## src/pkg/hpp_defs.svh

```systemverilog
// Register offsets, field positions and reset values of the host port
`ifndef HPP_DEFS_SVH
`define HPP_DEFS_SVH
`define HPP_OFS_PORT_D_DATA 8'h08
`define HPP_OFS_PORT_E_PINS 8'h09
`define HPP_OFS_IRQ_FLAGS 8'h0C
`define HPP_OFS_PORT_E_DIR 8'h89
`define HPP_OFS_IRQ_ENABLES 8'h8C
`define HPP_OFS_ANALOG_CFG 8'h9F
`define HPP_OFS_PORT_D_DIR 8'h88
`define HPP_BIT_INBOUND_FULL 7
`define HPP_BIT_OUTBOUND_FULL 6
`define HPP_BIT_INBOUND_OVERRUN 5
`define HPP_BIT_MODE 4
`define HPP_BIT_HP_IRQ 7
`define HPP_RST_PORT_E_DIR 3'h7
`define HPP_RST_IRQ_FLAGS 8'h00
`define HPP_RST_IRQ_ENABLES 8'h00
`define HPP_RST_ANALOG_CFG 3'h0
`define HPP_RST_PORT_D_DIR 8'hFF
`define HPP_RST_BYTE 8'h00
`define HPP_PHASES 2'h3
`endif

```

## src/pkg/hpp_pkg.sv

```systemverilog
// Types shared by the host port design
package hpp_pkg;
    typedef enum logic [2:0] {
        HPP_IDLE = 3'b001,
        HPP_BUSY = 3'b010,
        HPP_DONE = 3'b100
    } hpp_xfer_t;
    typedef logic [7:0] hpp_byte_t;
endpackage

```

## src/hw/hpp_host_port.sv

```systemverilog
// Parallel host port with firmware register file over classic Wishbone
// Functional notes
// - Mode bit makes port D host-accessible slave
// - Port E pins: read, store, select
// - One address: write outbound, read inbound
// - Port D direction ignored in host mode
// - Select and store low capture inbound byte
// - Inbound full set phase four after end
// - Interrupt flag set with inbound full
// - In host mode only firmware inbound read clears inbound full
// - Write before firmware read sets overrun
// - Select and read low clear outbound full
// - Read end sets interrupt flag phase four
// - Outbound full stays low until firmware write
// - Outside mode full flags cleared, overrun kept
// - Flag latched; interrupt only when enabled
// - Read strobe active low with select
// - Store strobe active low with select
`timescale 1ns/1ns
`include "hpp_defs.svh"
module hpp_host_port (
    input wire logic clk_i,
    input wire logic rst_i,
    input wire logic cyc_i,
    input wire logic stb_i,
    input wire logic we_i,
    input wire logic [7:0] adr_i,
    input wire logic [3:0] sel_i,
    input wire logic [31:0] dat_i,
    output logic [31:0] dat_o,
    output logic ack_o,
    input wire logic [7:0] port_d_i,
    output hpp_pkg::hpp_byte_t port_d_o,
    output logic [7:0] port_d_oe_o,
    input wire logic [2:0] port_e_i,
    output logic [2:0] port_e_o,
    output logic [2:0] port_e_oe_o,
    output logic irq_o
);
    import hpp_pkg::*;

    // ************************************************************
    // Pin synchronisers
    // ************************************************************
    logic [7:0] d_meta;
    logic [7:0] d_sync;
    logic [2:0] e_meta;
    logic [2:0] e_sync;
    always_ff @(posedge clk_i) begin
        d_meta <= port_d_i;
        d_sync <= d_meta;
        e_meta <= port_e_i;
        e_sync <= e_meta;
    end

    // ************************************************************
    // Registers
    // ************************************************************
    logic host_port_mode_sel;
    logic inbound_full;
    logic outbound_full;
    logic inbound_overrun;
    logic [2:0] port_e_direction;
    logic [2:0] port_e_latch;
    logic [2:0] analog_pin_select;
    logic [7:0] port_d_direction;
    logic [7:0] periph_irq_flags;
    logic [7:0] periph_irq_enables;
    hpp_byte_t outbound_latch;
    hpp_byte_t inbound_latch;

    logic rd_n;
    logic wr_n;
    logic cs_n;
    assign rd_n = e_sync[0];
    assign wr_n = e_sync[1];
    assign cs_n = e_sync[2];

    logic wb_req;
    logic wb_fin;
    logic wb_wr;
    logic wb_rd;
    assign wb_req = cyc_i && stb_i && !ack_o;
    // Side effects land on the edge at which the master sees ack
    assign wb_fin = cyc_i && stb_i && ack_o;
    assign wb_wr = wb_fin && we_i && sel_i[0];
    assign wb_rd = wb_req && !we_i;

    logic fw_wr_pd;
    logic fw_rd_pd;
    assign fw_wr_pd = wb_wr && (adr_i == `HPP_OFS_PORT_D_DATA);
    assign fw_rd_pd = wb_fin && !we_i && (adr_i == `HPP_OFS_PORT_D_DATA);

    // ************************************************************
    // Host strobe sequencing
    // ************************************************************
    hpp_xfer_t wr_state;
    hpp_xfer_t rd_state;
    logic [1:0] wr_phase;
    logic [1:0] rd_phase;
    logic wr_start;
    logic rd_start;
    logic wr_done;
    logic rd_done;
    logic wr_active;
    logic rd_active;
    assign wr_active = host_port_mode_sel && !cs_n && !wr_n;
    assign rd_active = host_port_mode_sel && !cs_n && !rd_n;
    assign wr_start = (wr_state == HPP_IDLE) && wr_active;
    assign rd_start = (rd_state == HPP_IDLE) && rd_active;
    // Completion lands on phase four, after the following phase two
    assign wr_done = (wr_state == HPP_DONE) && (wr_phase == `HPP_PHASES);
    assign rd_done = (rd_state == HPP_DONE) && (rd_phase == `HPP_PHASES);

    always_ff @(posedge clk_i) begin
        if (rst_i || !host_port_mode_sel) begin
            wr_state <= HPP_IDLE;
            wr_phase <= 2'h0;
        end else begin
            unique case (wr_state)
                HPP_IDLE: begin
                    if (wr_active) begin
                        wr_state <= HPP_BUSY;
                    end
                end
                HPP_BUSY: begin
                    if (!wr_active) begin
                        wr_state <= HPP_DONE;
                        wr_phase <= 2'h0;
                    end
                end
                HPP_DONE: begin
                    wr_phase <= wr_phase + 2'h1;
                    if (wr_done) begin
                        wr_state <= HPP_IDLE;
                    end
                end
                default: wr_state <= HPP_IDLE;
            endcase
        end
    end

    always_ff @(posedge clk_i) begin
        if (rst_i || !host_port_mode_sel) begin
            rd_state <= HPP_IDLE;
            rd_phase <= 2'h0;
        end else begin
            unique case (rd_state)
                HPP_IDLE: begin
                    if (rd_active) begin
                        rd_state <= HPP_BUSY;
                    end
                end
                HPP_BUSY: begin
                    if (!rd_active) begin
                        rd_state <= HPP_DONE;
                        rd_phase <= 2'h0;
                    end
                end
                HPP_DONE: begin
                    rd_phase <= rd_phase + 2'h1;
                    if (rd_done) begin
                        rd_state <= HPP_IDLE;
                    end
                end
                default: rd_state <= HPP_IDLE;
            endcase
        end
    end

    // Inbound byte capture while the store strobe is low
    always_ff @(posedge clk_i) begin
        if (rst_i) begin
            inbound_latch <= `HPP_RST_BYTE;
        end else if (wr_active) begin
            inbound_latch <= d_sync;
        end
    end

    // ************************************************************
    // Status flags
    // ************************************************************
    always_ff @(posedge clk_i) begin
        if (rst_i || !host_port_mode_sel) begin
            inbound_full <= 1'b0;
        end else if (wr_done) begin
            inbound_full <= 1'b1;
        end else if (fw_rd_pd) begin
            inbound_full <= 1'b0;
        end
    end

    always_ff @(posedge clk_i) begin
        if (rst_i || !host_port_mode_sel) begin
            outbound_full <= 1'b0;
        end else if (rd_start) begin
            outbound_full <= 1'b0;
        end else if (fw_wr_pd) begin
            outbound_full <= 1'b1;
        end
    end

    always_ff @(posedge clk_i) begin
        if (rst_i) begin
            inbound_overrun <= 1'b0;
        end else if (wr_start && inbound_full) begin
            inbound_overrun <= 1'b1;
        end else if (wb_wr && adr_i == `HPP_OFS_PORT_E_DIR
                     && !dat_i[`HPP_BIT_INBOUND_OVERRUN]) begin
            inbound_overrun <= 1'b0;
        end
    end

    // ************************************************************
    // Firmware registers
    // ************************************************************
    always_ff @(posedge clk_i) begin
        if (rst_i) begin
            host_port_mode_sel <= 1'b0;
            port_e_direction <= `HPP_RST_PORT_E_DIR;
            analog_pin_select <= `HPP_RST_ANALOG_CFG;
            port_d_direction <= `HPP_RST_PORT_D_DIR;
            port_e_latch <= 3'h0;
            periph_irq_enables <= `HPP_RST_IRQ_ENABLES;
            outbound_latch <= `HPP_RST_BYTE;
        end else if (wb_wr) begin
            unique case (adr_i)
                `HPP_OFS_PORT_D_DATA: outbound_latch <= dat_i[7:0];
                `HPP_OFS_PORT_E_PINS: port_e_latch <= dat_i[2:0];
                `HPP_OFS_PORT_E_DIR: begin
                    host_port_mode_sel <= dat_i[`HPP_BIT_MODE];
                    port_e_direction <= dat_i[2:0];
                end
                `HPP_OFS_IRQ_ENABLES: periph_irq_enables <= dat_i[7:0];
                `HPP_OFS_ANALOG_CFG: analog_pin_select <= dat_i[2:0];
                `HPP_OFS_PORT_D_DIR: port_d_direction <= dat_i[7:0];
                default: ;
            endcase
        end
    end

    // Hardware set wins over firmware clear
    always_ff @(posedge clk_i) begin
        if (rst_i) begin
            periph_irq_flags <= `HPP_RST_IRQ_FLAGS;
        end else begin
            if (wb_wr && adr_i == `HPP_OFS_IRQ_FLAGS) begin
                periph_irq_flags <= dat_i[7:0];
            end
            if (wr_done || rd_done) begin
                periph_irq_flags[`HPP_BIT_HP_IRQ] <= 1'b1;
            end
        end
    end

    // ************************************************************
    // Bus answer, pins and interrupt
    // ************************************************************
    logic [7:0] rd_byte;
    always_comb begin
        unique case (adr_i)
            `HPP_OFS_PORT_D_DATA: rd_byte = host_port_mode_sel ? inbound_latch : d_sync;
            `HPP_OFS_PORT_E_PINS: rd_byte = {5'h00, e_sync};
            `HPP_OFS_IRQ_FLAGS: rd_byte = periph_irq_flags;
            `HPP_OFS_PORT_E_DIR: rd_byte = {inbound_full, outbound_full, inbound_overrun,
                                            host_port_mode_sel, 1'b0, port_e_direction};
            `HPP_OFS_IRQ_ENABLES: rd_byte = periph_irq_enables;
            `HPP_OFS_ANALOG_CFG: rd_byte = {5'h00, analog_pin_select};
            `HPP_OFS_PORT_D_DIR: rd_byte = port_d_direction;
            default: rd_byte = 8'h00;
        endcase
    end

    always_ff @(posedge clk_i) begin
        if (rst_i) begin
            ack_o <= 1'b0;
            dat_o <= 32'h0000_0000;
        end else begin
            ack_o <= wb_req;
            dat_o <= wb_rd ? {24'h000000, rd_byte} : 32'h0000_0000;
        end
    end

    always_ff @(posedge clk_i) begin
        if (rst_i) begin
            port_d_o <= `HPP_RST_BYTE;
            port_d_oe_o <= 8'h00;
            port_e_o <= 3'h0;
            port_e_oe_o <= 3'h0;
            irq_o <= 1'b0;
        end else begin
            port_d_o <= outbound_latch;
            if (host_port_mode_sel) begin
                port_d_oe_o <= rd_active ? 8'hFF : 8'h00;
                port_e_oe_o <= 3'h0;
            end else begin
                port_d_oe_o <= ~port_d_direction;
                port_e_oe_o <= ~port_e_direction;
            end
            port_e_o <= port_e_latch;
            irq_o <= periph_irq_flags[`HPP_BIT_HP_IRQ]
                     && periph_irq_enables[`HPP_BIT_HP_IRQ];
        end
    end
endmodule // hpp_host_port

```

## config.mk

```make
export PLATFORM = sky130hd
export DESIGN_NAME = hpp_host_port
export DESIGN_NICKNAME = d
export VERILOG_FILES = /design/src/pkg/hpp_pkg.sv /design/src/hw/hpp_host_port.sv
export VERILOG_INCLUDE_DIRS = /design/src /design/src/pkg
export SDC_FILE = /design/constraint.sdc
export NUM_CORES = 1
export LEC_CHECK = 0
export ABC_AREA = 1
export BUFFER_PORTS_ARGS = -buffer_cell sky130_fd_sc_hd__buf_4
export CORE_ASPECT_RATIO = 1.1
export CORE_MARGIN = 3
export CORE_UTILIZATION = 38
export CTS_CLUSTER_DIAMETER = 40
export DETAILED_ROUTE_END_ITERATION = 7
export PLACE_DENSITY = 0.58
export SLEW_MARGIN = 20
export SYNTH_ARGS = -nofsm -noshare
export SYNTH_HDL_FRONTEND = slang
export SYNTH_SLANG_ARGS = --single-unit
```

## constraint.sdc

```tcl
create_clock -name clk_i -period 1.6 [get_ports clk_i]
set_input_delay 0.16 -clock clk_i [delete_from_list [all_inputs] [get_ports clk_i]]
set_output_delay 0.16 -clock clk_i [all_outputs]
set_load 0.005 [all_outputs]
```

==> results by group, run 1 <==
Cells and area
  – Multi-input gate area: 1880 sq um
  – Number of diodes: 0
  – Final #Nets: 725
  – Commonest non-fill, non-tap cell in the layout: dfxtp_1
  – Area grow syn2layout: 28.7%
  – Layout cells sized above 1: 0.231
  – Register Area: 2340 sq um
  – Fillers: 1132
  – Post-route insts no fill: 826
  – Most frequent cells in the layout: dfxtp_1 (117), nand2_1 (109), buf_4 (81)

Die
  – Die area: 13600 sq um
  – Initial Utilization: 0.396
  – Chip width: 111 um
  – Core area: 11700 sq um
  – Die H: 122 um
  – I/O pin cnt: 116
  – Row count: 41

CTS
  – CTS Buffer Depth: 2
  – Post-CTS setup buffer count: 0
  – Cts bufs inserted: 17
  – Clk pin slew, worst setup/hold paths: 0.05 ns
  – Number of gates resized after cts: 0
  – CTS tree: done
  – Clock Latency Late Sink: 0.41 ns
  – Hold buffer count at CTS: 11
  – H-Tree Depth: 4
  – Clock root cell: clkbuf_16
  – Total clock sinks: 117

Placement
  – Gpl congestion: 0.848
  – HPWL after DPL: 7.70 mm
  – Cell total after placement: 783
  – Port bufs: 64

Logic synthesis
  – Xor/xnor cell area share of the yosys netlist: 0
  – Simple-gate portion of the synthesized area: 0.268
  – Cells after Synth: 570
  – Synth top area share: 0.505
  – Cell taking the most area after synthesis: dfxtp_1
  – FF+latch count, synth: 117
  – FFs w/ async S/R, synth: 0
  – Synth Area in Compound Gates: 0.113
  – Top cells by area, synth: dfxtp_1 (51%), nand2_1 (8.8%), nor2_1 (5.8%)
  – Post-synth cell types: 33
  – Largest family of logic cells by synthesized area: simple AND/OR/NAND/NOR gates
  – Synth Area in Adders: 0.00540
  – Mux share of post-synthesis cell area: 0
  – Most common flop cell mapped by yosys: dfxtp_1
  – Yosys warnings: 0
  – Number of synthesized flops with an enable pin: 0
  – Register area share after synthesis: 0.505
  – Avg Synthesized Cell Area: 8.13 sq um
  – Post-Syn Area: 4640 sq um

GRT
  – Largest net degree at the start of global routing: 18
  – Total grt overflow: 0
  – First-pass GRT wire length: 17.2 mm
  – GRT Util Overall: 0.160
  – Vias in the first global route: 3618
  – Initial antenna violation count: 0

Setup path
  – Worst-path maximum fanout: 13
  – Worst reg2reg path startpoint: ack_o$_SDFF_PP0_
  – Slowest stage delay, CP: 0.37 ns
  – Crit path DAT: 1.74 ns
  – WP buf/inv: 2
  – Crit-path leading delay family: simple AND/OR/NAND/NOR gates
  – CP required: 1.90 ns
  – Critical Path Sink Type: flip-flop
  – Crit path launch type: flip-flop
  – Setup crit start: ack_o$_SDFF_PP0_
  – Slowest cell on the critical path: dfxtp_1
  – Crit-path cells: inv_2 > nor2_4 > nand3_4 > nor2_4 > inv_1 > nor2_1 > nor2_1
  – Crit path kind: flip-flop to flip-flop

Min path
  – Min-delay src: dat_i[7]
  – Hold crit path type: primary input to flip-flop

Pwr
  – Pleak: 0.00282 uW
  – Peak supply drop: 893 uV
  – Pwr Density: 1200 nW/um^2

STA
  – Post-Route Skew: 0.0126 ns
  – RSZ-0062 raised after global routing: no
  – Final slew viol count: 0
  – Final Hold Fails: 0
  – Fmax achieved: 0.695 GHz
  – Crit share post-route: 0.899
  – Setup tns final: 0 ns
  – Final setup viols: 0
  – Fin crit period: 1.44 ns

Route
  – Drt drc: 0
  – Via-to-Cell Ratio: 4.60
  – DR pass1 iterations: 4
  – DR WL/cell: 12.6 um
  – Drt initial violations: 219
  – Via count: 3800
  – Routed wire length: 10.4 mm
  – Routed Antenna Nets: 0

Outcome
  – Status: completed

Job
  – MaxCap Viol Count: 0
-- path summary, 6_finish.rpt --
check / end / slack [ns] / depth (start not counted)
worst max-delay path: outbound_latch[3]$_SDFFE_PP0P_ / 0.16 / 7
worst min-delay path: port_d_direction[7]$_SDFFE_PP1P_ / 0.02 / 3
worst max register to register: outbound_latch[3]$_SDFFE_PP0P_ / 0.16 / 7
worst min register to register: e_sync[2]$_DFF_P_ / 0.32 / 0
-- where the power goes --
part | leakage [uW] | switching [uW] | internal (uW) | total (uW)
Clock | 0.000299 | 1330 | 2640 | 3970
Combinational | 0.00157 | 148 | 103 | 250
Sequential | 0.000951 | 11.9 | 2950 | 2960
Total | 0.00282 | 1490 | 5690 | 7180
-- state kept, by name, summed over array words and instances (netlist names), 8 cells and up --
| name | count |
|---|---|
| port_d_o | 8 |
| dat_o | 8 |
| periph_irq_enables | 8 |
| d_meta | 8 |
| inbound_latch | 8 |
| port_d_direction | 8 |
| d_sync | 8 |
| outbound_latch | 8 |
| port_d_oe_o | 8 |
| periph_irq_flags | 8 |
-- per-layer routing --
layer | up-vias | track usage | part of all wire
li1 | 1957 | - | -
met3 | 17 | 0.0442 | 0.043
met2 | 88 | 0.270 | 0.49
met1 | 1738 | 0.192 | 0.45
met4 | 0 | 0.0677 | 0.023
met5 | - | 0 | 0
-- through the flow --
stage	power, uW	instance area, sq um	worst slack (ns)	util	hold slack (ns)
after floorplan	3170	4720	0.301	-	0.188
after global placement	3250	5240	0.183	0.448	0.265
after detailed placement	3250	5240	0.146	0.448	0.266
after CTS	7240	5970	0.141	0.510	0.0160
after global routing	7400	5970	0.00538	0.510	0.0279
final	7180	5970	0.161	0.510	0.0238
-- layout make-up --
type,count,share of cell area
Clock buffer,19,0.0742
Multi-Input combinational cell,377,0.315
Clock inverter,13,0.0302
Inverter,58,0.0367
Sequential cell,117,0.392
Timing Repair Buffer,92,0.120
Tap cell,150,0.0314
-- tightest hold or removal path, cell delays in order --
cell	delay, ns
buf_4	0.12
nand2_1	0.05
nand3_1	0.07
-- cell usage after synthesis (6+ instances only) --
| master | n |
|---|---|
| dfxtp_1 | 117 |
| nand2_1 | 109 |
| nor2_1 | 72 |
| inv_1 | 49 |
| nand3_1 | 43 |
| o21ai_0 | 34 |
| a21oi_1 | 28 |
| buf_4 | 26 |
| o21ai_1 | 13 |
| clkbuf_1 | 9 |
| inv_2 | 7 |
| nand2_2 | 7 |
| nor3_1 | 7 |
| nand2_4 | 6 |
-- cell families after synthesis --
| group | after synthesis |
|---|---|
| AND/OR/NAND/NOR | 260 |
| flip-flops | 117 |
| buffers and inverters | 99 |
| AO/OA/AOI/OAI | 91 |
| adder cells (fa/ha/maj) | 2 |
| other | 1 |
(Power assumes the default switching activity.)
==> inputs of run 2 (changes only) <==
--- a/config.mk
+++ b/config.mk
@@ -9,6 +9,5 @@
 export ABC_AREA = 1
 export BUFFER_PORTS_ARGS = -buffer_cell sky130_fd_sc_hd__buf_4
-export CORE_ASPECT_RATIO = 1.1
-export CORE_MARGIN = 3
+export CORE_MARGIN = 8
 export CORE_UTILIZATION = 38
 export CTS_CLUSTER_DIAMETER = 40
==> constraint.sdc (replaced) <==
create_clock -name clk_i -period 1.6 [get_ports clk_i]
set_input_delay 0.08 -clock clk_i [delete_from_list [all_inputs] [get_ports clk_i]]
set_output_delay 0.08 -clock clk_i [all_outputs]
set_load 0.005 [all_outputs]
==> run 2 against run 1 <==
Sequential share of layout area fell by 0.33 points. Maximum frequency fell by 0.35%. Via count barely moved. Cell area rose by 0.86%. Critical path type unchanged. Critical endpoint is now periph_irq_flags[0]$_SDFFE_PP0P_. Largest power group unchanged.
==> results by group, run 2 (synthesis gave the netlist of run 1 again) <==
CTS
  – Number of gates resized after cts: 0
  – Clock root cell: clkbuf_16
  – Post-CTS setup buffer count: 0
  – Clock Latency Late Sink: 0.40 ns
  – Clk pin slew, worst setup/hold paths: 0.06 ns
  – H-Tree Depth: 4
  – CTS Buffer Depth: 2
  – Total clock sinks: 117
  – Cts bufs inserted: 17
  – CTS tree: done

Pwr
  – Peak supply drop: 751 uV
  – Logic pwr share: 0.037
  – Pleak: 0.00283 uW
  – Psw: 1540 uW
  – Sw Ratio: 0.214
  – Internal power: 5680 uW
  – Pwr Density: 1200 nW/um^2
  – Clock network power share: 0.554
  – Reg power frac: 0.410

Placement
  – HPWL after DPL: 8.09 mm
  – Placement Cell Area: 5200 sq um
  – Gpl congestion: 0.833
  – Port bufs: 64
  – Cell total after placement: 776

Cells and area
  – Commonest non-fill, non-tap cell in the layout: dfxtp_1
  – Area grow syn2layout: 29.8%
  – Layout cells sized above 1: 0.225
  – Number of diodes: 0
  – Post-route insts no fill: 827
  – Util after Layout: 0.503
  – Most frequent cells in the layout: dfxtp_1 (117), nand2_1 (109), buf_4 (77)
  – Final #Nets: 729
  – Post-route cell area: 6020 sq um

Die
  – Die area: 16000 sq um
  – Core area: 12000 sq um
  – Initial Utilization: 0.388
  – I/O pin cnt: 116
  – Row count: 40
  – Die H: 126 um
  – Chip width: 126 um

STA
  – Final slew viol count: 0
  – Crit share post-route: 0.902
  – Setup tns final: 0 ns
  – RSZ-0062 raised after global routing: no
  – Fmax achieved: 0.693 GHz
  – Final setup viols: 0
  – Fin crit period: 1.44 ns
  – Worst-Margin Slew: 0.520 ns
  – Slew HR: 0.650
  – Post-Route Skew: 0.00570 ns
  – Final Hold Fails: 0

Setup path
  – Critical Path Sink Type: flip-flop
  – Slowest cell on the critical path: dfxtp_1
  – Crit path top cell by count: nor2_4
  – Crit path DAT: 1.78 ns
  – Crit-path cells: inv_2 > nor2_4 > nand3_4 > nor2_4 > buf_4 > o21ai_0 > a21oi_1
  – Slowest stage delay, CP: 0.36 ns
  – Setup crit start: ack_o$_SDFF_PP0_
  – Worst-path maximum fanout: 8
  – Crit path kind: flip-flop to flip-flop
  – Worst reg2reg path startpoint: ack_o$_SDFF_PP0_
  – CP required: 1.94 ns
  – Crit path launch type: flip-flop

Route
  – DR pass1 iterations: 4
  – DR WL/cell: 13.2 um
  – Drt drc: 0
  – Routed wire length: 10.9 mm
  – Via-to-Cell Ratio: 4.60
  – Drt initial violations: 233
  – Via count: 3801
  – Routed Antenna Nets: 0

GRT
  – GRT Util Overall: 0.137
  – Initial antenna violation count: 0
  – Total grt overflow: 0
  – First-pass GRT wire length: 17.6 mm
  – Vias in the first global route: 3693
  – Largest net degree at the start of global routing: 30

Min path
  – Hold crit path type: primary input to flip-flop
  – Min-delay src: rst_i

Outcome
  – Status: completed

Job
  – MaxCap Viol Count: 0
[run 2: cell types whose count changed in the layout (fill, tap and decap cells not counted), sizes merged]
cell,change
buf,-4
clkbuf,-2
clkinv,+1
clkinvlp,-1
dlygate4sd3,+8
inv,+2
[run 2: final cells by class]
| cell class | instances | area, sq um |
|---|---|---|
| inverters | 58 | 219 |
| clock buffers | 17 | 425 |
| flip-flops and latches | 117 | 2340 |
| clock inverters | 15 | 203 |
| fillers | 1161 | 5940 |
| well taps | 147 | 184 |
| repair buffers | 96 | 768 |
| multi-input cells | 377 | 1880 |
[run 2: power groups by stage]
stage	combinational (uW)	sequential, uW	clock [uW]
finish	264	2960	4000
global route	288	2960	4190
CTS	264	2960	4040
detailed placement	226	3020	0
global placement	222	3020	0
floorplan	158	3020	0
[run 2: path summary, 6_finish.rpt]
check | to | slack, ns | depth (start not counted)
worst max-delay path | periph_irq_flags[0]$_SDFFE_PP0P_ | 0.16 | 7
worst min-delay path | port_d_o[0]$_SDFF_PP0_ | 0.03 | 2
worst max register to register | periph_irq_flags[0]$_SDFFE_PP0P_ | 0.16 | 7
worst min register to register | e_sync[2]$_DFF_P_ | 0.32 | 0
[run 2: what timing repair did]
| item | in CTS | in global routing |
|---|---|---|
| endpoints found under the hold margin | 28 | 0 |
| endpoints found under the setup margin | 0 | 1 |
| hold buffers | 19 | 0 |
[run 2: metrics by stage]
| step | total power, uW | setup slack [ns] | hold slack, ns |
|---|---|---|---|
| finish | 7220 | 0.156 | 0.0330 |
| global route | 7430 | 0.00994 | 0.0287 |
| CTS | 7260 | 0.132 | 0.0244 |
| detailed placement | 3250 | 0.144 | 0.186 |
| global placement | 3240 | 0.181 | 0.185 |
| floorplan | 3170 | 0.301 | 0.108 |
[run 2: critical path: cells and delay by family, from the launching register on]
family	cells	cell delay [ns]
simple gates	3	0.54
flops	1	0.36
buf+inv	2	0.27
compound gates	2	0.21
[run 2: routing by layer]
layer,vias up,track usage,part of all wire
li1,1968,-,-
met1,1726,0.164,0.45
met2,97,0.225,0.48
met3,10,0.0436,0.063
met4,0,0.0510,0.010
met5,-,0,0
==> inputs of run 3 (changes only) <==
CORE_MARGIN = unset   (was 8)
CORE_UTILIZATION = 40   (was 38)
PLACE_DENSITY = 0.61   (was 0.58)
==> run 3 against run 2 <==
Register-to-register slack hardly changed. Largest power group unchanged. Count of clock-buffer cells in the layout is 3 higher. Highest routed layer unchanged. Worst hold slack worse by 0.0082 ns. Maximum frequency is 0.85% lower. Setup slack lost 0.012 ns. Die area is 25% lower. Critical path depth is the same. Sequential share of layout area increased by 0.20 points. Routed wire length is 6.2% lower. Clock power down 7.5%. Largest cell class unchanged. Flip-flop and latch count unchanged.
==> results by group, run 3 (synthesis gave the netlist of run 1 again) <==
Outcome
  – Status: completed

CTS
  – Number of gates resized after cts: 0
  – Clock root cell: clkbuf_16
  – Total clock sinks: 117
  – CTS Buffer Depth: 2
  – H-Tree Depth: 4
  – Clock Latency Late Sink: 0.40 ns
  – CTS tree: done
  – Cts bufs inserted: 17
  – Clk pin slew, worst setup/hold paths: 0.06 ns

GRT
  – Largest net degree at the start of global routing: 24
  – Vias in the first global route: 3520
  – Initial antenna violation count: 0
  – First-pass GRT wire length: 16.9 mm
  – GRT Util Overall: 0.187
  – Total grt overflow: 0

Pwr
  – Power, Total: 6920 uW
  – Pleak: 0.00282 uW
  – Pwr Density: 1160 nW/um^2
  – Peak supply drop: 1020 uV

Setup path
  – Crit path DAT: 1.79 ns
  – CP required: 1.93 ns
  – Worst-path maximum fanout: 8
  – Crit path launch type: flip-flop
  – Critical Path Sink Type: flip-flop
  – Crit path kind: flip-flop to flip-flop
  – FF-to-FF path depth: 7

Cells and area
  – Layout cells sized above 1: 0.225
  – Fillers: 1030
  – Post-route insts no fill: 821
  – Post-route cell area: 5990 sq um
  – Register Area: 2340 sq um
  – Number of diodes: 0
  – Final #Nets: 730
  – Commonest non-fill, non-tap cell in the layout: dfxtp_1
  – Area grow syn2layout: 29.1%
  – Most frequent cells in the layout: dfxtp_1 (117), nand2_1 (109), buf_4 (77)
  – Multi-input gate area: 1880 sq um

Placement
  – Port bufs: 64
  – HPWL after DPL: 7.41 mm
  – Cell total after placement: 770
  – Placement Cell Area: 5210 sq um
  – Gpl congestion: 0.845

Die
  – Row count: 38
  – Die area: 12000 sq um
  – Initial Utilization: 0.419
  – Core area: 11100 sq um
  – I/O pin cnt: 116
  – Chip width: 110 um
  – Die H: 110 um

Route
  – Via count: 3808
  – Drt drc: 0
  – DR pass1 iterations: 5
  – DR WL/cell: 12.5 um
  – Routed wire length: 10.3 mm
  – Via-to-Cell Ratio: 4.64
  – Routed Antenna Nets: 0
  – Drt initial violations: 177

STA
  – Crit share post-route: 0.910
  – Fmax achieved: 0.687 GHz
  – Post-Route Skew: 0.00747 ns
  – RSZ-0062 raised after global routing: no
  – Setup tns final: 0 ns
  – Final setup viols: 0
  – Final slew viol count: 0
  – Fin crit period: 1.46 ns
  – Final Hold Fails: 0

Min path
  – Hold crit path type: primary input to flip-flop
  – Hold Path Cell Cnt: 2

Job
  – MaxCap Viol Count: 0
-- run 3: cell types whose count changed in the layout (fill, tap and decap cells not counted), sizes merged --
cell,delta
clkbuf,+3
bufinv,-2
inv,-2
buf,+1
clkinvlp,+1
-- run 3: cell type report --
cell class / count / share of cell area
Sequential cell: 117 / 0.391
Multi-Input combinational cell: 377 / 0.314
Timing Repair Buffer: 97 / 0.132
Clock buffer: 20 / 0.0763
Inverter: 58 / 0.0366
Tap cell: 140 / 0.0293
Clock inverter: 12 / 0.0215
-- run 3: timing repair --
action	4_1_cts	5_1_grt
setup buffers	0	0
endpoints found under the hold margin	28	0
hold buffers	19	0
-- run 3: path summary, 6_finish.rpt --
path	start	endpoint	slack, ns
setup reg to reg	ack_o$_SDFF_PP0_	periph_irq_flags[0]$_SDFFE_PP0P_	0.14
hold reg to reg	d_meta[7]$_DFF_P_	d_sync[7]$_DFF_P_	0.32
setup / recovery	ack_o$_SDFF_PP0_	periph_irq_flags[0]$_SDFFE_PP0P_	0.14
hold / removal	rst_i	port_d_o[2]$_SDFF_PP0_	0.02
-- run 3: worst max-delay path, cell delays in order, from the launching register on --
cell and delay, ns:
dfxtp_1 0.36, inv_2 0.08, nor2_4 0.13, nand3_4 0.17
nor2_4 0.26, buf_4 0.20, o21ai_0 0.08, a21oi_1 0.11
-- run 3: power breakdown --
part           switching (uW)  total (uW)  leakage [uW]  internal, uW
Clock                    1330        3700      0.000282          2370
Sequential               12.0        2960      0.000951          2950
Combinational             148         262       0.00159           114
-- run 3: stage by stage --
stage                     utilization  hold WS, ns  setup slack [ns]
after floorplan                     -        0.108             0.301
after global placement          0.471        0.184             0.187
after detailed placement        0.471        0.186             0.158
after CTS                       0.541       0.0154             0.137
after global routing            0.541       0.0249            0.0369
final                           0.541       0.0248             0.144
-- run 3: metal layers --
metal,global-route usage,up-vias,part of all wire
met4,0.0495,0,0.0083
met5,0,-,0
met2,0.319,97,0.49
li1,-,1974,-
met3,0.0551,6,0.041
met1,0.231,1731,0.46
